[src/design/tpuc_pkg.sv]
package tpuc_pkg;
  // control register, byte address on the register bus
  localparam logic [3:0]  TPUC_CTRL_OFFSET   = 4'h0;
  // partner control mirror (pair join flag lives in bit 3), read-write here
  localparam logic [3:0]  TPUC_PARTNER_OFFSET = 4'h4;
  // count status, read-write here
  localparam logic [3:0]  TPUC_COUNT_OFFSET  = 4'h8;
  localparam logic [15:0] TPUC_CTRL_RESET    = 16'h0000;
  localparam logic [15:0] TPUC_CTRL_MASK     = 16'ha072;
  localparam logic        TPUC_READY_RESET   = 1'b1;
  localparam int          TPUC_RUN_BIT       = 15;
  localparam int          TPUC_IDLE_BIT      = 13;
  localparam int          TPUC_GATE_BIT      = 6;
  localparam int          TPUC_PS_LSB        = 4;
  localparam int          TPUC_SRC_BIT       = 1;
  localparam int          TPUC_JOIN_BIT      = 3;
  localparam logic [7:0]  TPUC_DIV_1         = 8'h00;
  localparam logic [7:0]  TPUC_DIV_8         = 8'h07;
  localparam logic [7:0]  TPUC_DIV_64        = 8'h3f;
  localparam logic [7:0]  TPUC_DIV_256       = 8'hff;
  localparam logic [1:0]  TPUC_RESP_OKAY     = 2'h0;
  localparam logic [1:0]  TPUC_RESP_SLVERR   = 2'h2;

  typedef struct packed {
    logic [15:0] ctrl;
    logic [15:0] partner;
    logic [7:0]  pre;
    logic [15:0] count;
    logic        tick;
    logic        ext_prev;
    logic        awv;
    logic [3:0]  awa;
    logic        wv;
    logic [31:0] wd;
    logic [3:0]  ws;
    logic        bvalid;
    logic [1:0]  bresp;
    logic        rvalid;
    logic [31:0] rdata;
    logic [1:0]  rresp;
    logic        aw_rdy;
    logic        w_rdy;
    logic        ar_rdy;
  } tpuc_state_t;
endpackage

[src/design/tpuc_timer.sv]
// Our own choices: the AXI4-Lite interface to the registers and the placing of the registers.
`timescale 1ns/100ps
// Notes on behaviour
// [RQ1] internal clock with gate set counts only while gate active; external ignores gate
// [RQ2] prescale field 11,10,01,00 divides input clock by 256, 64, 8, 1
// [RQ3] unimplemented control bits read zero and ignore writes
// [RQ4] idle halt bit set stops counting in idle; clear keeps running
// [RQ5] when pair joined, own run, gate, prescale, source bits have no effect
// [RQ6] software clears idle halt bit to keep joined timer running in idle; here a joined half stays put whatever that bit holds
// [RQ7] run bit starts/stops timer; source bit picks internal clock or pin rising edges
module tpuc_timer import tpuc_pkg::*; (
  // clock and reset
  input  wire logic        aclk,
  input  wire logic        aresetn,
  // axi4-lite write
  input  wire logic [3:0]  s_axi_awaddr,
  input  wire logic        s_axi_awvalid,
  output logic             s_axi_awready,
  input  wire logic [31:0] s_axi_wdata,
  input  wire logic [3:0]  s_axi_wstrb,
  input  wire logic        s_axi_wvalid,
  output logic             s_axi_wready,
  output logic [1:0]       s_axi_bresp,
  output logic             s_axi_bvalid,
  input  wire logic        s_axi_bready,
  // axi4-lite read
  input  wire logic [3:0]  s_axi_araddr,
  input  wire logic        s_axi_arvalid,
  output logic             s_axi_arready,
  output logic [31:0]      s_axi_rdata,
  output logic [1:0]       s_axi_rresp,
  output logic             s_axi_rvalid,
  input  wire logic        s_axi_rready,
  // timer pins and system state
  input  wire logic        external_count_pin,
  input  wire logic        gate_in,
  input  wire logic        idle_mode,
  // timer status
  output logic             count_tick,
  output logic [15:0]      count_value
);
  tpuc_state_t q, d;

  // byte lanes 1:0 only; the upper half of the bus has no storage
  function automatic logic [15:0] merge16(input logic [15:0] old, input logic [31:0] wd,
                                          input logic [3:0] ws);
    merge16 = {ws[1] ? wd[15:8] : old[15:8], ws[0] ? wd[7:0] : old[7:0]};
  endfunction

  // word select shared by the write and read decoders
  function automatic logic [3:0] word_addr(input logic [3:0] addr);
    word_addr = {addr[3:2], 2'b00};
  endfunction

  // terminal prescaler value for each select code
  function automatic logic [7:0] div_terminal(input logic [1:0] sel);
    unique case (sel) // RQ2
      2'b00: div_terminal = TPUC_DIV_1;
      2'b01: div_terminal = TPUC_DIV_8;
      2'b10: div_terminal = TPUC_DIV_64;
      2'b11: div_terminal = TPUC_DIV_256;
    endcase
  endfunction

  logic        pair_join_flag;
  logic        run_enable;
  logic        run_active;
  logic        gate_accumulate_enable;
  logic        count_source_select;
  logic [1:0]  input_prescale_select;
  logic        pin_rise;
  logic        input_edge;
  logic        idle_halt;
  logic        counting;
  logic        pre_done;
  logic [7:0]  div_last;
  logic        wr_go;
  logic        rd_go;

  // every bus output is a flop of its own, ready included
  assign s_axi_awready = q.aw_rdy;
  assign s_axi_wready  = q.w_rdy;
  assign s_axi_arready = q.ar_rdy;
  assign s_axi_bvalid  = q.bvalid;
  assign s_axi_bresp   = q.bresp;
  assign s_axi_rvalid  = q.rvalid;
  assign s_axi_rdata   = q.rdata;
  assign s_axi_rresp   = q.rresp;
  assign count_tick    = q.tick;
  assign count_value   = q.count;

  always_comb begin
    pair_join_flag         = q.partner[TPUC_JOIN_BIT];
    run_enable             = q.ctrl[TPUC_RUN_BIT];
    // joined pair: the partner's control governs, this half stays put
    run_active             = run_enable & ~pair_join_flag; // RQ5 RQ7
    gate_accumulate_enable = q.ctrl[TPUC_GATE_BIT];
    count_source_select    = q.ctrl[TPUC_SRC_BIT];
    input_prescale_select  = q.ctrl[TPUC_PS_LSB +: 2];
    div_last               = div_terminal(input_prescale_select); // RQ2
    // pin taken synchronous; a rising edge is one input clock
    pin_rise   = external_count_pin & ~q.ext_prev;
    input_edge = count_source_select ? pin_rise // RQ7
                                     : (~gate_accumulate_enable | gate_in); // RQ1
    idle_halt  = idle_mode & q.ctrl[TPUC_IDLE_BIT]; // RQ4
    counting   = run_active & ~idle_halt & input_edge;
    // >= so a smaller select taken mid-run wraps at once, not after 256
    pre_done   = counting & (q.pre >= div_last); // RQ2
    wr_go      = q.awv & q.wv & ~q.bvalid;
    rd_go      = s_axi_arvalid & q.ar_rdy;

    d          = q;
    d.ext_prev = external_count_pin;
    d.tick     = 1'b0;
    if (counting) begin
      d.pre = pre_done ? 8'h00 : q.pre + 8'h01; // RQ2
    end
    if (pre_done) begin
      d.count = q.count + 16'h0001;
      d.tick  = 1'b1;
    end
    // stopping clears the prescaler so a restart divides from zero
    if (!run_active) begin
      d.pre = 8'h00;
    end

    if (s_axi_awvalid && q.aw_rdy) begin
      d.awv = 1'b1;
      d.awa = s_axi_awaddr;
    end
    if (s_axi_wvalid && q.w_rdy) begin
      d.wv = 1'b1;
      d.wd = s_axi_wdata;
      d.ws = s_axi_wstrb;
    end
    if (wr_go) begin
      d.awv    = 1'b0;
      d.wv     = 1'b0;
      d.bvalid = 1'b1;
      d.bresp  = TPUC_RESP_OKAY;
      unique case (word_addr(q.awa))
        TPUC_CTRL_OFFSET:    d.ctrl = merge16(q.ctrl, q.wd, q.ws) & TPUC_CTRL_MASK; // RQ3
        TPUC_PARTNER_OFFSET: d.partner = merge16(q.partner, q.wd, q.ws);
        TPUC_COUNT_OFFSET:   d.count = merge16(q.count, q.wd, q.ws);
        default:             d.bresp = TPUC_RESP_SLVERR;
      endcase
    end
    if (q.bvalid && s_axi_bready) begin
      d.bvalid = 1'b0;
    end
    if (rd_go) begin
      d.rvalid = 1'b1;
      d.rresp  = TPUC_RESP_OKAY;
      unique case (word_addr(s_axi_araddr))
        TPUC_CTRL_OFFSET:    d.rdata = {16'h0000, q.ctrl & TPUC_CTRL_MASK}; // RQ3
        TPUC_PARTNER_OFFSET: d.rdata = {16'h0000, q.partner};
        TPUC_COUNT_OFFSET:   d.rdata = {16'h0000, q.count};
        default: begin
          d.rdata = 32'h0000_0000;
          d.rresp = TPUC_RESP_SLVERR;
        end
      endcase
    end
    if (q.rvalid && s_axi_rready) begin
      d.rvalid = 1'b0;
    end
    // ready flops track the slots one cycle ahead of the bus
    d.aw_rdy = ~d.awv;
    d.w_rdy  = ~d.wv;
    d.ar_rdy = ~d.rvalid;
  end

  always_ff @(posedge aclk) begin
    if (!aresetn) begin
      q        <= '0;
      q.ctrl   <= TPUC_CTRL_RESET;
      q.aw_rdy <= TPUC_READY_RESET;
      q.w_rdy  <= TPUC_READY_RESET;
      q.ar_rdy <= TPUC_READY_RESET;
    end else begin
      q <= d;
    end
  end
endmodule

[config.mk]
export PLATFORM = sky130hd
export DESIGN_NAME = tpuc_timer
export DESIGN_NICKNAME = d
export VERILOG_FILES = /design/src/design/tpuc_pkg.sv /design/src/design/tpuc_timer.sv
export SDC_FILE = /design/constraint.sdc
export NUM_CORES = 1
export LEC_CHECK = 0
export ABC_AREA = 1
export ABC_CLOCK_PERIOD_IN_PS = 1700
export BUFFER_PORTS_ARGS = -buffer_cell sky130_fd_sc_hd__buf_4
export CORE_UTILIZATION = 25
export DETAILED_ROUTE_END_ITERATION = 16
export HOLD_SLACK_MARGIN = 0.06
export SYNTH_ARGS = -nofsm -noshare
export SYNTH_HDL_FRONTEND = slang
export SYNTH_SLANG_ARGS = --single-unit
[constraint.sdc]
create_clock -name aclk -period 1.7 [get_ports aclk]
set_input_delay 0.34 -clock aclk [delete_from_list [all_inputs] [get_ports aclk]]
set_output_delay 0.34 -clock aclk [all_outputs]
set_load 0.01 [all_outputs]
==> metrics.csv <==
stage;metric;value;unit
clock_tree;cts-hold-fix-buffers;0;
global_routing;antenna_found_initial;0;
logic_synthesis;yosysWarnings;0;
power_and_ir_drop;power;4934;uW
floorplan;row_count;50;
timing;fmax;0.5557;GHz
worst_setup_path;reg2reg_depth;12;
worst_setup_path;arrival;2.08;ns
clock_tree;cts_buffers;9;
clock_tree;max-clock-path-buffers;2;
detailed_routing;antenna_left;0;
place;dp_cells;987;
clock_tree;cts_root_buffer;clkbuf_16;
outcome;status;complete, but fails checks;
power_and_ir_drop;pwr-share-seq;47.2;%
worst_setup_path;required;1.98;ns
global_routing;grt_max_degree;33;
detailed_routing;first_pass_iters;5;
global_routing;grt_use_total;13.75;%
logic_synthesis;synthArstFlopShare;0;%
worst_setup_path;critPathKind;flop to flop;
power_and_ir_drop;combPwrFrac;10.7;%
cells_and_area;syn_to_final_growth;24.10;%
cells_and_area;layoutNonFillerInstCount;1004;
logic_synthesis;ys_ff_latch;93;
floorplan;ios;112;
timing;skew;0.009353;ns
worst_setup_path;slowest_stage;dfxtp_4;
hold_path;hp-class;input pin to flop;
clock_tree;tritoncts;built;
logic_synthesis;synthesis.instances;678;
detailed_routing;vias_per_cell;4.370;
floorplan;dieWidth;141.1;um
cells_and_area;antenna_cells;0;
timing;finalMaxSlewViolations;0;
detailed_routing;routed_wl;13.63;mm
floorplan;initial_core_util;25.70;%
place;io_buffers;71;
worst_setup_path;crit_cells;12;
timing;fin_ws;-0.09965;ns
detailed_routing;drt-wirelength-per-cell;13.58;um
worst_setup_path;crit_family;simple AND/OR/NAND/NOR gates;
power_and_ir_drop;p_sw;1275;uW
cells_and_area;fin_nets;801;
clock_tree;clock_latency;0.35;ns
detailed_routing;num_vias;4387;
flow_run;cap_viol_max_count;0;
floorplan;die_h;141.1;um
detailed_routing;drc;0;
power_and_ir_drop;vdd.ir_drop.worst;459.0;uV
place;routabilityCongestion;0.8503;
power_and_ir_drop;netSwitchingFraction;25.84;%
timing;timing.hold.ws;0.1628;ns
logic_synthesis;syn_area;4840;sq um
worst_setup_path;crit_path_end_kind;flop;
power_and_ir_drop;clockPowerShare;42.2;%
logic_synthesis;synth_edf_count;0;
place;place_area;5553;sq um
clock_tree;path_clk_slew;0.07;ns
logic_synthesis;ys_seq_area_share;38.47;%
logic_synthesis;ys.flop_type;dfxtp_1;
timing;rsz0062_at_grt;yes;
cells_and_area;nFillCells;2030;
hold_path;hold_path_depth;2;
floorplan;dieArea;19920;sq um
cells_and_area;final_area;6006;sq um
cells_and_area;layout-drive-gt1-share;23.25;%
worst_setup_path;path_cells;nand2_2 -> ha_1 -> nand2_2 -> nor2_2 -> nor3_4 -> nand2_4 -> nand2_4 -> buf_12 -> nand2_2 -> nand3_2 -> nand2_2 -> a21oi_2;
timing;hold_viol_final;0;
logic_synthesis;avgSynthCellArea;7.138;sq um
outcome;violations;negative setup slack;
global_routing;grt_pass1_vias;3898;
timing;setup_tns;-1.292;ns
detailed_routing;first_iter_violations;315;
place;dp_hpwl;10.23;mm
worst_setup_path;cp_max_fo;6;
power_and_ir_drop;power.density;821.6;nW/um^2
clock_tree;cts.sinks;93;
worst_setup_path;cp-start-kind;flop;
power_and_ir_drop;p_int;3659;uW
timing;finalSetupViolations;18;
worst_setup_path;critPathMostFrequentCell;nand2_2;
timing;finalCriticalPeriod;1.800;ns
power_and_ir_drop;p_leak;0.002548;uW
timing;timing.final.crit_share;105.9;%
worst_setup_path;critPathBufInv;1;
clock_tree;htree_num_levels;3;
global_routing;grt.overflow.total;0;
floorplan;core;18830;sq um
logic_synthesis;synth_cell_types;36;
worst_setup_path;slowest_delay;0.37;ns
global_routing;grt_pass1_wl;20.81;mm
[what timing repair did]
action                     in CTS  in global routing
setup buffers                   0                  1
setup endpoints to repair      25                 26
pin swaps                       4                 11
gates resized for setup         5                 30
[power groups by stage]
stage          sequential, uW  combinational (uW)  clock [uW]
5_1_grt                  2340                 582        2220
2_1_floorplan            2360                 346           0
6_report                 2330                 526        2080
3_5_place_dp             2380                 512           0
3_3_place_gp             2380                 506           0
4_1_cts                  2330                 514        2130
[registers in the layout (all words and copies together), names as in the netlist, 2 cells and up]
register	count
q	48
count_value	16
s_axi_rdata	16
input_prescale_select	2
[through the flow]
stage	utilization, %	setup WS, ns
3_5_place_dp	29.49	-0.1679
5_1_grt	31.89	-0.2228
6_report	31.89	-0.09965
3_3_place_gp	29.49	-0.1222
4_1_cts	31.22	-0.09012
2_1_floorplan	-	0.006823
[layer usage]
metal / up-vias / GRT usage (%) / part of all wire (%) / wire length [um]
li1: 2267 / - / - / -
met1: 1987 / 18.84 / 49 / 6629
met2: 121 / 21.24 / 44 / 6037
met3: 12 / 3.159 / 5.8 / 787
met4: 0 / 4.348 / 1.3 / 176
met5: - / 0 / 0 / 0
[synth_stat cells, types with 2 or more instances]
cell / number / area share (%)
buf_1: 3 / 0.23
a21oi_2: 9 / 1.6
buf_6: 3 / 0.70
nand2_4: 2 / 0.47
inv_1: 78 / 6.0
a21oi_1: 57 / 5.9
nor2_1: 61 / 4.7
clkbuf_1: 12 / 0.93
clkinv_1: 2 / 0.16
nor3_1: 2 / 0.21
ha_1: 8 / 2.1
a211oi_1: 2 / 0.31
buf_4: 52 / 8.1
o221ai_1: 12 / 2.2
nand2_1: 126 / 9.8
xor2_1: 8 / 1.4
dfxtp_1: 93 / 38
nand3_1: 42 / 4.3
or2_2: 2 / 0.26
nand3_2: 4 / 0.83
inv_2: 3 / 0.23
o21ai_0: 72 / 7.4
o211ai_1: 2 / 0.31
nand4_1: 8 / 1.0
nor2_2: 2 / 0.26
buf_2: 3 / 0.31
[final timing paths]
kind	start	end	slack, ns
hold / removal	s_axi_bready	s_axi_bvalid	0.16
setup / recovery	input_prescale_select[1]	count_value[3]	-0.1
setup reg to reg	input_prescale_select[1]	count_value[3]	-0.1
hold reg to reg	q[121]	q[121]	0.45
[cell type report]
| type | count | area, sq um | share of cell area, % |
|---|---|---|---|
| Inverter | 83 | 315.3 | 5.250 |
| Tap cell | 260 | 325.3 | 5.417 |
| Multi-Input combinational cell | 445 | 2337 | 38.92 |
| Sequential cell | 93 | 1869 | 31.12 |
| Clock inverter | 5 | 58.81 | 0.9792 |
| Clock buffer | 11 | 242.7 | 4.042 |
| Timing Repair Buffer | 107 | 857.1 | 14.27 |
[cells by family after synthesis]
kind of cell / count (synthesis) / share of synthesized area, %
AO/OA/AOI/OAI: 155 / 17.86
adder cells (fa/ha/maj): 8 / 2.068
buffers and inverters: 157 / 16.99
other: 1 / 0.07749
XOR/XNOR: 9 / 1.629
AND/OR/NAND/NOR: 255 / 22.91
flip-flops: 93 / 38.47
[worst reg2reg max path: stages, from the launching register on]
cell	delay [ns]
dfxtp_4	0.37
nand2_2	0.09
ha_1	0.29
nand2_2	0.10
nor2_2	0.06
nor3_4	0.19
nand2_4	0.11
nand2_4	0.11
buf_12	0.12
nand2_2	0.04
nand3_2	0.07
nand2_2	0.06
a21oi_2	0.13
[layout by cell type (no fill, tap or decap), types with 8 or more instances in the layout]
master / count
inv_1: 76
a21oi_1: 53
o21ai_0: 71
dfxtp_1: 91
nor2_1: 58
nand2_1: 118
o221ai_1: 12
buf_4: 102
nand3_1: 40
clkbuf_16: 9
nand2_2: 8
nand4_1: 8
conb_1: 18
a21oi_2: 13
xor2_1: 8
Note: power is estimated with default switching activity, not from simulation.
